<file path="src/bhcs_consts.svh">
// Purpose: shared constants for the bus-hold / chip-select / clock-out block
// Assumes: 24-bit internal address space, six chip selects
// Notes:   definitions only
`ifndef BHCS_CONSTS_SVH
`define BHCS_CONSTS_SVH

// ----------------------------------------
// widths and counts
// ----------------------------------------
`define BHCS_ADDR_W 24
`define BHCS_CS_N 6
`define BHCS_SEL_W 3
`define BHCS_SYNC_W 3

// ----------------------------------------
// reset values
// ----------------------------------------
`define BHCS_CS0_BASE 24'hff_2000
`define BHCS_CS0_TOP 24'hff_20ff
`define BHCS_ADDR_ZERO 24'h00_0000
`define BHCS_DEFAULT_SEL 3'h5

`endif

</file>
<file path="src/bhcs_pkg.sv">
// Purpose: types for the bus-hold / chip-select / clock-out block
// Assumes: nothing
// Notes:   constants live in bhcs_consts.svh
package bhcs_pkg;

    // ----------------------------------------
    // bus ownership states
    // ----------------------------------------
    typedef enum logic {
        BHCS_OWN,
        BHCS_HELD
    } bhcs_hold_state_t;

endpackage : bhcs_pkg

</file>
<file path="src/bhcs_dec_if.sv">
// Purpose: carries range settings and decode results between top and decoder
// Assumes: settings are held in flip-flops of the top module
// Notes:   match is raw per-range hit, hit includes remapping
`timescale 1ns/100ps
`include "bhcs_consts.svh"

interface bhcs_dec_if #(
    parameter int ADDR_W = `BHCS_ADDR_W,
    parameter int CS_N = `BHCS_CS_N
);
    logic [ADDR_W-1:0] addr;
    logic [ADDR_W-1:0] base [CS_N];
    logic [ADDR_W-1:0] top [CS_N];
    logic [CS_N-1:0] en;
    logic [CS_N-1:0] remap;
    logic [CS_N-1:0] match;
    logic [CS_N-1:0] hit;
    logic [`BHCS_SEL_W-1:0] sel;

    // ----------------------------------------
    // decoder and owner views
    // ----------------------------------------
    modport dec (
        input addr, base, top, en, remap,
        output match, hit, sel
    );
    modport own (
        output addr, base, top, en, remap,
        input match, hit, sel
    );
endinterface : bhcs_dec_if

</file>
<file path="src/bhcs_cs_decode.sv">
// Purpose: address range decode for the chip-select outputs
// Assumes: ranges are inclusive, base not above top
// Notes:   purely combinational
`timescale 1ns/100ps
`include "bhcs_consts.svh"

module bhcs_cs_decode #(
    parameter int CS_N = `BHCS_CS_N
) (
    // decode carrier
    bhcs_dec_if.dec d
);

    // ----------------------------------------
    // per-range match and remap
    // ----------------------------------------
    for (genvar x = 0; x < CS_N; x++) begin : g_cs
        // range compare
        assign d.match[x] = d.en[x] && (d.addr >= d.base[x]) && (d.addr <= d.top[x]);
        if (x < CS_N - 1) begin : g_rm
            // next range remap
            assign d.hit[x] = d.match[x] || (d.remap[x] && d.match[x+1]);
        end else begin : g_last
            assign d.hit[x] = d.match[x];
        end
    end

    // lowest matching range picks bus config
    always_comb begin
        // default to five
        d.sel = `BHCS_DEFAULT_SEL;
        for (int i = CS_N - 1; i >= 0; i--) begin
            if (d.match[i]) begin
                d.sel = i[`BHCS_SEL_W-1:0];
            end
        end
    end

endmodule : bhcs_cs_decode

</file>
<file path="src/bhcs_top.sv">
// Purpose: bus-hold handshake, chip-select outputs and half-rate clock out
// Assumes: core signals are on clock_i; hold request arrives from a pin
// Notes:   all outputs registered; one cycle from core request to pins
`timescale 1ns/100ps
`include "bhcs_consts.svh"

// What this block does
// In hold, bus request asserts while an external cycle is pending.
// Hold protocol enabled: shared port pin carries only the bus request.
// Port pin configuration writes are ignored while hold protocol is enabled.
// Bus request never asserts before hold acknowledge.
// Bus request stays asserted until the master drops its hold request.
// Clock output runs at half the internal clock.
// Clock output has equal high and low times.
// During an external cycle, the matching range's chip select goes low.
// With remap on, select x also answers range x plus one.
// No range matches: no select asserted, bus config from select five.
// After reset select zero covers ff2000 through ff20ff.
// Each select has software-written base, top, enable and remap settings.
// Hold acknowledge asserts low once the bus is released to the master.
// The master holds its request low as long as it needs the bus.
module bhcs_top #(
    parameter int ADDR_W = `BHCS_ADDR_W,
    parameter int CS_N = `BHCS_CS_N
) (
    // clock and reset
    input wire logic clock_i,
    input wire logic rst_b_i,
    // hold handshake pins
    input wire logic hold_req_n_i,
    output logic hold_ack_out_n_o,
    output logic bus_request_out_n_o,
    // core bus controller
    input wire logic hold_protocol_enable_i,
    input wire logic ext_cycle_pending_i,
    input wire logic ext_cycle_active_i,
    input wire logic [ADDR_W-1:0] ext_addr_i,
    // port 2 bit 3 configuration and pin
    input wire logic port2_cfg_wr_i,
    input wire logic port2_function_select_i,
    input wire logic port2_direction_i,
    input wire logic port2_output_latch_i,
    output logic port2_bit3_pin_o,
    output logic port2_bit3_pin_oe_o,
    // chip-select range settings
    input wire logic cs_cfg_wr_i,
    input wire logic [`BHCS_SEL_W-1:0] cs_cfg_idx_i,
    input wire logic [ADDR_W-1:0] cs_cfg_base_i,
    input wire logic [ADDR_W-1:0] cs_cfg_top_i,
    input wire logic cs_cfg_en_i,
    input wire logic cs_cfg_remap_i,
    // chip selects, bus config and clock out
    output logic [CS_N-1:0] chip_select_out_n_o,
    output logic [`BHCS_SEL_W-1:0] bus_cfg_sel_o,
    output logic half_rate_clock_out_o
);

    // ----------------------------------------
    // elaboration checks
    // ----------------------------------------
    if (CS_N < 2 || CS_N > 6 || ADDR_W != `BHCS_ADDR_W) begin : g_bad
        $error("bhcs_top: CS_N must be 2..6 and ADDR_W must be 24");
    end

    // ----------------------------------------
    // declarations
    // ----------------------------------------
    logic [`BHCS_SYNC_W-1:0] hold_sync_r;
    logic hold_seen_r, bus_request_out_n_nxt, cs0_touched_r;
    bhcs_pkg::bhcs_hold_state_t state_r, state_nxt;
    logic p2_func_r, port2_direction_r, p2_latch_r;
    logic [ADDR_W-1:0] base_r [CS_N], top_r [CS_N];
    logic [CS_N-1:0] en_r, remap_r;

    bhcs_dec_if #(.ADDR_W(ADDR_W), .CS_N(CS_N)) dec_bus ();

    // ----------------------------------------
    // hold request synchroniser
    // ----------------------------------------
    // three stages, value taken when stages two and three agree
    always_ff @(posedge clock_i or negedge rst_b_i) begin
        if (!rst_b_i) begin
            hold_sync_r <= '1;
            hold_seen_r <= 1'b0;
        end else begin
            hold_sync_r <= {hold_sync_r[1:0], hold_req_n_i};
            if (hold_sync_r[1] == hold_sync_r[2]) begin
                hold_seen_r <= ~hold_sync_r[2];
            end
        end
    end

    // ----------------------------------------
    // bus ownership
    // ----------------------------------------
    // release only between external cycles
    always_comb begin
        state_nxt = state_r;
        case (state_r)
            bhcs_pkg::BHCS_OWN: begin
                if (hold_protocol_enable_i && hold_seen_r && !ext_cycle_active_i) begin
                    state_nxt = bhcs_pkg::BHCS_HELD;
                end
            end
            bhcs_pkg::BHCS_HELD: begin
                if (!hold_seen_r || !hold_protocol_enable_i) begin
                    state_nxt = bhcs_pkg::BHCS_OWN;
                end
            end
            default: begin
                state_nxt = bhcs_pkg::BHCS_OWN;
            end
        endcase
    end

    // request only with acknowledge
    // request held until release
    assign bus_request_out_n_nxt = (state_nxt == bhcs_pkg::BHCS_HELD)
        && (ext_cycle_pending_i || !bus_request_out_n_o);

    // state, acknowledge and request pins
    always_ff @(posedge clock_i or negedge rst_b_i) begin
        if (!rst_b_i) begin
            state_r <= bhcs_pkg::BHCS_OWN;
            hold_ack_out_n_o <= 1'b1;
            bus_request_out_n_o <= 1'b1;
        end else begin
            state_r <= state_nxt;
            // acknowledge on release
            hold_ack_out_n_o <= (state_nxt != bhcs_pkg::BHCS_HELD);
            // request on pending cycle
            bus_request_out_n_o <= ~bus_request_out_n_nxt;
        end
    end

    // ----------------------------------------
    // port 2 bit 3 shared pin
    // ----------------------------------------
    // configuration locked while enabled
    always_ff @(posedge clock_i or negedge rst_b_i) begin
        if (!rst_b_i) begin
            p2_func_r <= 1'b0;
            port2_direction_r <= 1'b0;
            p2_latch_r <= 1'b1;
        end else if (port2_cfg_wr_i && !hold_protocol_enable_i) begin
            p2_func_r <= port2_function_select_i;
            port2_direction_r <= port2_direction_i;
            p2_latch_r <= port2_output_latch_i;
        end
    end

    // hold protocol overrides port
    always_ff @(posedge clock_i or negedge rst_b_i) begin
        if (!rst_b_i) begin
            port2_bit3_pin_o <= 1'b1;
            port2_bit3_pin_oe_o <= 1'b0;
        end else if (hold_protocol_enable_i || p2_func_r) begin
            port2_bit3_pin_o <= ~bus_request_out_n_nxt;
            port2_bit3_pin_oe_o <= 1'b1;
        end else begin
            port2_bit3_pin_o <= p2_latch_r;
            port2_bit3_pin_oe_o <= port2_direction_r;
        end
    end

    // ----------------------------------------
    // half-rate clock out
    // ----------------------------------------
    // toggle, even duty
    always_ff @(posedge clock_i or negedge rst_b_i) begin
        if (!rst_b_i) begin
            half_rate_clock_out_o <= 1'b0;
        end else begin
            half_rate_clock_out_o <= ~half_rate_clock_out_o;
        end
    end

    // ----------------------------------------
    // chip-select range settings
    // ----------------------------------------
    // software range writes
    // select zero default range
    always_ff @(posedge clock_i or negedge rst_b_i) begin
        if (!rst_b_i) begin
            for (int i = 0; i < CS_N; i++) begin
                base_r[i] <= (i == 0) ? `BHCS_CS0_BASE : `BHCS_ADDR_ZERO;
                top_r[i] <= (i == 0) ? `BHCS_CS0_TOP : `BHCS_ADDR_ZERO;
            end
            en_r <= CS_N'(1);
            remap_r <= '0;
            cs0_touched_r <= 1'b0;
        end else if (cs_cfg_wr_i && (int'(cs_cfg_idx_i) < CS_N)) begin
            base_r[cs_cfg_idx_i] <= cs_cfg_base_i;
            top_r[cs_cfg_idx_i] <= cs_cfg_top_i;
            en_r[cs_cfg_idx_i] <= cs_cfg_en_i;
            remap_r[cs_cfg_idx_i] <= cs_cfg_remap_i;
            if (cs_cfg_idx_i == '0) begin
                cs0_touched_r <= 1'b1;
            end
        end
    end

    // ----------------------------------------
    // decode and chip-select outputs
    // ----------------------------------------
    assign dec_bus.addr = ext_addr_i;
    assign dec_bus.base = base_r;
    assign dec_bus.top = top_r;
    assign dec_bus.en = en_r;
    assign dec_bus.remap = remap_r;

    bhcs_cs_decode #(.CS_N(CS_N)) u_decode (
        .d(dec_bus.dec)
    );

    // assert only during a cycle
    always_ff @(posedge clock_i or negedge rst_b_i) begin
        if (!rst_b_i) begin
            chip_select_out_n_o <= '1;
            bus_cfg_sel_o <= `BHCS_DEFAULT_SEL;
        end else if (ext_cycle_active_i) begin
            chip_select_out_n_o <= ~dec_bus.hit;
            bus_cfg_sel_o <= dec_bus.sel;
        end else begin
            chip_select_out_n_o <= '1;
            bus_cfg_sel_o <= `BHCS_DEFAULT_SEL;
        end
    end

    // ----------------------------------------
    // assertions
    // ----------------------------------------
    bus_request_out_n_after_hold_ack_out_n_a:
    assert property (@(posedge clock_i) disable iff (!rst_b_i)
        !bus_request_out_n_o |-> !hold_ack_out_n_o)
        else $error("bus request without hold acknowledge");

    bus_request_out_n_holds_a:
    assert property (@(posedge clock_i) disable iff (!rst_b_i)
        (!bus_request_out_n_o && hold_seen_r && hold_protocol_enable_i)
        |=> !bus_request_out_n_o)
        else $error("bus request dropped while hold still requested");

    bus_request_out_n_pending_a:
    assert property (@(posedge clock_i) disable iff (!rst_b_i)
        (!hold_ack_out_n_o && hold_seen_r && hold_protocol_enable_i
        && ext_cycle_pending_i) |=> !bus_request_out_n_o)
        else $error("pending cycle in hold did not raise bus request");

    hold_ack_out_n_release_a:
    assert property (@(posedge clock_i) disable iff (!rst_b_i)
        (state_r == bhcs_pkg::BHCS_OWN && hold_seen_r && hold_protocol_enable_i
        && !ext_cycle_active_i) |=> !hold_ack_out_n_o)
        else $error("hold acknowledge missing after release");

    pin_override_a:
    assert property (@(posedge clock_i) disable iff (!rst_b_i)
        hold_protocol_enable_i |=> port2_bit3_pin_oe_o
        && (port2_bit3_pin_o == bus_request_out_n_o))
        else $error("port pin not carrying bus request");

    cfg_locked_a:
    assert property (@(posedge clock_i) disable iff (!rst_b_i)
        hold_protocol_enable_i |=> $stable(p2_latch_r) && $stable(port2_direction_r)
        && $stable(p2_func_r))
        else $error("port configuration changed while locked");

    half_rate_clock_out_rate_a:
    assert property (@(posedge clock_i) disable iff (!rst_b_i)
        half_rate_clock_out_o |=> !half_rate_clock_out_o ##1 half_rate_clock_out_o)
        else $error("clock out not at half rate");
    half_rate_clock_out_duty_a:
    assert property (@(posedge clock_i) disable iff (!rst_b_i)
        $rose(half_rate_clock_out_o) |=> $fell(half_rate_clock_out_o))
        else $error("clock out high time not one cycle");
    cs_decode_a:
    assert property (@(posedge clock_i) disable iff (!rst_b_i)
        ext_cycle_active_i |=> chip_select_out_n_o == ~$past(dec_bus.hit))
        else $error("chip selects do not follow decode");
    cs_remap_a:
    assert property (@(posedge clock_i) disable iff (!rst_b_i)
        (ext_cycle_active_i && remap_r[0] && dec_bus.match[1])
        |=> !chip_select_out_n_o[0] && !chip_select_out_n_o[1])
        else $error("remapped select not asserted");

    cs_nomatch_a:
    assert property (@(posedge clock_i) disable iff (!rst_b_i)
        (ext_cycle_active_i && dec_bus.match == '0)
        |=> chip_select_out_n_o == '1 && bus_cfg_sel_o == `BHCS_DEFAULT_SEL)
        else $error("unmatched access asserted a select");

    cs0_default_a:
    assert property (@(posedge clock_i) disable iff (!rst_b_i)
        (ext_cycle_active_i && !cs0_touched_r && !cs_cfg_wr_i
        && ext_addr_i >= `BHCS_CS0_BASE && ext_addr_i <= `BHCS_CS0_TOP)
        |=> !chip_select_out_n_o[0])
        else $error("select zero default range not decoded");

endmodule : bhcs_top

</file>
<file path="config.mk">
export PLATFORM = sky130hd
export DESIGN_NAME = bhcs_top
export DESIGN_NICKNAME = d
export VERILOG_FILES = /design/src/bhcs_pkg.sv /design/src/bhcs_dec_if.sv /design/src/bhcs_cs_decode.sv /design/src/bhcs_top.sv
export VERILOG_INCLUDE_DIRS = /design/src
export SDC_FILE = /design/constraint.sdc
export NUM_CORES = 1
export LEC_CHECK = 0
export ABC_AREA = 1
export BUFFER_PORTS_ARGS = -buffer_cell sky130_fd_sc_hd__buf_2
export CORE_ASPECT_RATIO = 1.4
export CORE_UTILIZATION = 60
export CTS_BUF_LIST = sky130_fd_sc_hd__clkbuf_4
export DETAILED_ROUTE_END_ITERATION = 8
export PLACE_DENSITY = 0.75
export RECOVER_POWER = 100
export REMOVE_ABC_BUFFERS = 1
export SYNTH_ARGS = -nofsm -noshare
export SYNTH_HDL_FRONTEND = slang
export SYNTH_SLANG_ARGS = --single-unit
export TNS_END_PERCENT = 100
</file>
<file path="constraint.sdc">
create_clock -name clock_i -period 3.9 [get_ports clock_i]
set_input_delay 0.39 -clock clock_i [delete_from_list [all_inputs] [get_ports clock_i]]
set_output_delay 0.39 -clock clock_i [all_outputs]
set_load 0.02 [all_outputs]
</file>
* Word-level counts from Yosys, hierarchy flattened
Index checks and enable logic that the tools add are counted.
** Storage, ports and cells
- Flip-flop bits (word level) :: 322
- Output and inout bits :: 14
** Cells by class
- $lt $le $gt $ge :: 17
- Equal/unequal tests :: 1
- Mux-type cells :: 20
- Bitwise operators :: 7
- Reductions and logical operators :: 36
** Operators by type and width (number)
- 144-bit bitwise mux :: 2
- 24-bit greater-or-equal comparator :: 6
- 24-bit less-or-equal comparator :: 6
- 24-bit demux with 3-bit select :: 1
- 1-bit logical AND :: 24
- 24-bit 2-to-1 mux :: 1
- 3-bit 2-to-1 mux :: 5
- 6-bit bitwise mux :: 2
- 1-bit logical OR :: 8
- 1-bit 2-to-1 mux :: 6
- 6-bit 2-to-1 mux :: 1
- 6-bit inverter :: 1
- 1-bit inverter :: 5
- 4-bit greater-or-equal comparator (second input constant) :: 1
- 1-bit zero test :: 4
- 3-bit by 4-bit less-than comparator with 1-bit output (second input constant) :: 1
- 4-bit by 1-bit less-than comparator with 1-bit output (second input constant) :: 1
- 3-bit inverter with 4-bit output :: 1
- 1-bit demux with 3-bit select :: 1
- 3-bit by 1-bit greater-or-equal comparator with 1-bit output (second input constant) :: 1
- 3-bit less-than comparator (second input constant) :: 1
- 1-bit one-hot mux with 2 select lines :: 1
- 1-bit equality test :: 1

* Logic depth before layout (Yosys ltp)
- Word-level depth :: 9
- Mapped depth :: 18
- Gate-level depth less buffers :: 18

* By module
From an unflattened synthesis, not the netlist that was laid out.
** Second synthesis, totals
- Cells, all modules :: 2607
- Area total of the unflattened synthesis :: 19767.7 um^2
** By module, submodules not included
- bhcs_top :: times used 1, cells each 1349, area each 12010.3 um^2, sequential area each 8110.3 um^2
- bhcs_cs_decode :: times used 1, cells each 1258, area each 7757.4 um^2, sequential area each 0.0 um^2

* Worst setup path after synthesis
Ideal clock, no wire load.
- Kind :: register to register
- Start point :: register top_r (netlist bit dec_bus.top[143])
- End point :: register bus_cfg_sel_o[2]
- Arrival time :: 1.648 ns
- Data required time :: 3.831 ns
- Slack :: 2.183 ns
- Stages on the path, launching flop included :: 13
- Path buffers :: 0
- Clock period less this slack :: 1.717 ns
- Cell sequence :: dfstp_2 inv_1 ha_1 nand2_1 nor2_1 nand4_1 nor2_1 nand2_1 nand3_1 nand2_1 nand3_2 nand2_1 o21ai_2
** Between the ends
- Cells in the longest elaborated chain, start to end :: 4
** RTL lines
- start: declaration :: line bhcs_top.sv:72 : logic [ADDR_W-1:0] base_r [CS_N], top_r [CS_N];
- start signal: indexed assignment :: line bhcs_top.sv:187 : top_r[i] <= (i == 0) ? `BHCS_CS0_TOP : `BHCS_ADDR_ZERO;
- start signal: indexed assignment :: line bhcs_top.sv:194 : top_r[cs_cfg_idx_i] <= cs_cfg_top_i;
- 24-bit less-or-equal comparator :: line bhcs_cs_decode.sv:19 : assign d.match[x] = d.en[x] && (d.addr >= d.base[x]) && (d.addr <= d.top[x]);
- 1-bit logical AND :: line bhcs_cs_decode.sv:19
- 3-bit 2-to-1 mux :: line bhcs_cs_decode.sv:33 : if (d.match[i]) begin
- 3-bit 2-to-1 mux :: line bhcs_top.sv:221 : end else if (ext_cycle_active_i) begin
- end signal: assignment :: line bhcs_top.sv:220 : bus_cfg_sel_o <= `BHCS_DEFAULT_SEL;
- end signal: assignment :: line bhcs_top.sv:223 : bus_cfg_sel_o <= dec_bus.sel;
- end signal: assignment :: line bhcs_top.sv:226 : bus_cfg_sel_o <= `BHCS_DEFAULT_SEL;
- end: declaration :: line bhcs_top.sv:54 : output logic [`BHCS_SEL_W-1:0] bus_cfg_sel_o,
No other way between the ends.
A chain may end at the register's enable or synchronous reset.

* Final worst setup path
- Start point :: register top_r (netlist bit dec_bus.top[85])
- End point :: register bus_cfg_sel_o[0]
** Between the ends
- Cells in the longest elaborated chain, start to end :: 6
** RTL lines (line)
- 24-bit less-or-equal comparator :: bhcs_cs_decode.sv:19
- 1-bit logical AND :: bhcs_cs_decode.sv:19
- 3-bit 2-to-1 mux (3 in a row) :: bhcs_cs_decode.sv:33
- 3-bit 2-to-1 mux :: bhcs_top.sv:221
No other way between the ends.

==> flow_summary.ini <==
[logic_synthesis]
synth_cell_types = 31
synth_area_sq_um = 18950
syn_inst = 2306
ys_ff_latch = 321
synth_seq_area_share_pct = 42.66
syn_avg_cell_area_sq_um = 8.220
ys_warn_count = 0

[routing]
avgViaCountPerCell = 5.411
via_count = 15920
wl_met3_mm = 2.809
route.met2.wl_mm = 24.84
dr.pass1.iters = 9
drt_iter0_markers = 856
drcViolationCount = 3
wl_met1_mm = 20.52
drt-total-wl_mm = 50.04
wl_per_cell_um = 17.01
top_layer_used = met4
ant_nets = 0

[worst_setup_path]
path_max_fanout = 3
slowest_stage = nor3_1
crit_required_ns = 4.56
crit_type = register to register
path_cells = inv_1 -> ha_1 -> nand2_1 -> nor2_1 -> nand4_1 -> nor3_1 -> nand4_1 -> nand2_1 -> nand3_1 -> nand2_1 -> nand2_1 -> nand2_1 -> nand2_1
end_kind = register
cp_common_cell = nand2_1
cp-start-kind = register
worstPathArrival_ns = 3.13
max_stage_delay_ns = 0.39

[clock_network]
numCtsBuffers = 82
cts_tree = built
clk_pin_slew_worst_paths_ns = 0.07
cts_setup_buffers = 0
hold_buffers = 47
cts_resized = 0
cts_sinks = 321
cts_root_buf = clkbuf_4
clock_path_buffers = 3
htree_levels = 3
clk_latency_ns = 0.75

[cells_and_area]
layout_commonest_cell = nand2_1
utilization_pct = 69.17
fin_cells = 2942
drive_gt1_share_pct = 11.18
register_area_sq_um = 8085
syn_to_final_growth_pct = 12.77
mostFrequentLayoutCells = 562 x nand2_1, 409 x inv_1, 338 x o21ai_0, 288 x ha_1, 279 x dfrtp_1
fillers = 2609
fin_nets = 2857
multiInputGateArea_sq_um = 9106

[sta]
rsz0062_at_grt = no
skew_ns = 0.03633
max_slew_margin_pct = -30.42
setup_violations = 0
drv_slew = 332
tns_ns = 0
hold_viol_final = 0
tightestPinTransition_ns = 1.956
max_freq_ghz = 0.4047
fin_crit_sh_pct = 63.36
holdWs_ns = 0.02943
fin_crit_ns = 2.471

[outcome]
violations = design-rule violations, max-capacitance violations, max-slew violations
outcome = complete, but fails checks

[power]
ir_drop_v = 0.0003403
powerDensity_nw_per_um2 = 476.8
p_leak_nw = 11.31
power_mw = 10.19

[global_route]
antenna_found_initial = 3
grt_pass1_vias = 16230
grt_max_degree = 115
grt_first_pass_wirelength_mm = 82.43
gr-total-overflow = 0
grt_util_all_layers_pct = 32.83

[run]
cap_viol_max_count = 4

[place]
place.gp.congestion = 0.8999
post-place-cells = 2740
dpl.hpwl_mm = 34.44
portBuffers = 101

[min_path]
worstHoldPathType = primary input to register

[floorplan]
dieArea_sq_um = 32320
core-area_sq_um = 30900
num_rows = 76
die-height_um = 212.3
ios = 102
die_width_um = 152.2
start_util_pct = 61.33
-- state kept, by name (all words and copies together) (netlist names), 3 cells and up --
register and flops:
bus_cfg_sel_o 3, dec_bus.en 6, chip_select_out_n_o 6, base_r 144, hold_sync_r 3, dec_bus.top 144, dec_bus.remap 5
-- power by group --
| part | switching, mW | total (mW) | leakage (nW) | internal [mW] |
|---|---|---|---|---|
| clock | 1.48 | 3.17 | 0.665 | 1.70 |
| combinational | 1.67 | 2.70 | 6.70 | 1.04 |
| sequential | 0.333 | 4.32 | 3.94 | 3.98 |
| total | 3.47 | 10.2 | 11.3 | 6.72 |
-- per-layer routing --
metal  global-route usage [%]  up-vias
met4                    15.90        0
met1                    38.86     7542
li1                         -     7809
met2                    57.84      456
met5                        0        -
met3                    5.830      112
-- kinds of logic after synthesis --
group,count (synthesis),synth area share (%)
and+or+nand+nor,738,15.67
buffers and inverters,470,9.334
AOI/OAI and AO/OA,486,13.15
muxes,3,0.1782
adders and majority gates,288,19.01
DFF,321,42.66
-- per-stage QoR --
stage | setup WS (ns) | cell area (sq um)
finish | 1.429 | 21380
global route | 1.225 | 21380
CTS | 1.746 | 21440
detailed placement | 1.433 | 19820
global placement | 1.471 | 19820
floorplan | 1.704 | 18720
-- path summary, 6_finish.rpt --
path	startpoint	to	slack [ns]	depth (start not counted)
worst max-delay path	dec_bus.top[85]$_DFFE_PN0P_	bus_cfg_sel_o[0]$_DFF_PN1_	1.43	13
worst min-delay path	cs_cfg_base_i[2]	base_r[50]$_DFFE_PN0P_	0.03	3
worst max register to register	dec_bus.top[85]$_DFFE_PN0P_	bus_cfg_sel_o[0]$_DFF_PN1_	1.43	13
worst min register to register	hold_sync_r[0]$_DFF_PN1_	hold_sync_r[1]$_DFF_PN1_	0.36	0
max in group asynchronous	rst_b_i	dec_bus.top[79]$_DFFE_PN0P_	1.61	3
min in group asynchronous	rst_b_i	dec_bus.top[92]$_DFFE_PN0P_	0.32	2
-- critical path, delay by kind of cell, from the launching register on --
kind | cells | cell delay, ns
fa+ha+maj | 1 | 0.28
buf+inv | 1 | 0.05
flops | 1 | 0.35
simple gates | 11 | 1.69
-- synth_stat cells --
| cell | instances | share of area (%) |
|---|---|---|
| nand3_1 | 25 | 0.66 |
| nand3_2 | 4 | 0.21 |
| a31oi_1 | 3 | 0.099 |
| a21o_1 | 4 | 0.16 |
| o21bai_1 | 1 | 0.040 |
| a21oi_1 | 125 | 3.3 |
| inv_1 | 409 | 8.1 |
| nor2b_1 | 1 | 0.033 |
| o21ai_1 | 2 | 0.053 |
| nor2_1 | 86 | 1.7 |
| dfrtp_1 | 279 | 37 |
| nand4_1 | 31 | 1.0 |
| a21oi_2 | 2 | 0.092 |
| dfstp_2 | 42 | 5.8 |
| nor3_1 | 8 | 0.21 |
| or2_2 | 2 | 0.066 |
| ha_1 | 288 | 19 |
| o211ai_1 | 4 | 0.16 |
| clkbuf_1 | 57 | 1.1 |
| buf_2 | 4 | 0.11 |
| nor3b_1 | 1 | 0.040 |
| o21a_1 | 9 | 0.36 |
| o21ai_2 | 1 | 0.046 |
| mux2_2 | 3 | 0.18 |
| nand2_1 | 567 | 11 |
| o21ai_0 | 335 | 8.8 |
| nand3b_1 | 1 | 0.040 |
| nor3_2 | 3 | 0.16 |
| nand2_2 | 1 | 0.033 |
| and2_1 | 1 | 0.033 |
| nor2_2 | 7 | 0.23 |
-- area by class of cell --
cell class                      count  share of cell area [%]
Tap cell                          390                   2.283
Multi-Input combinational cell   1515                   42.60
Timing Repair Buffer              152                   4.730
Inverter                          409                   7.182
Clock inverter                     24                  0.8487
Antenna cell                        3                 0.03512
Sequential cell                   321                   37.82
Clock buffer                      128                   4.495
Note: power is estimated with default switching activity, not from simulation.
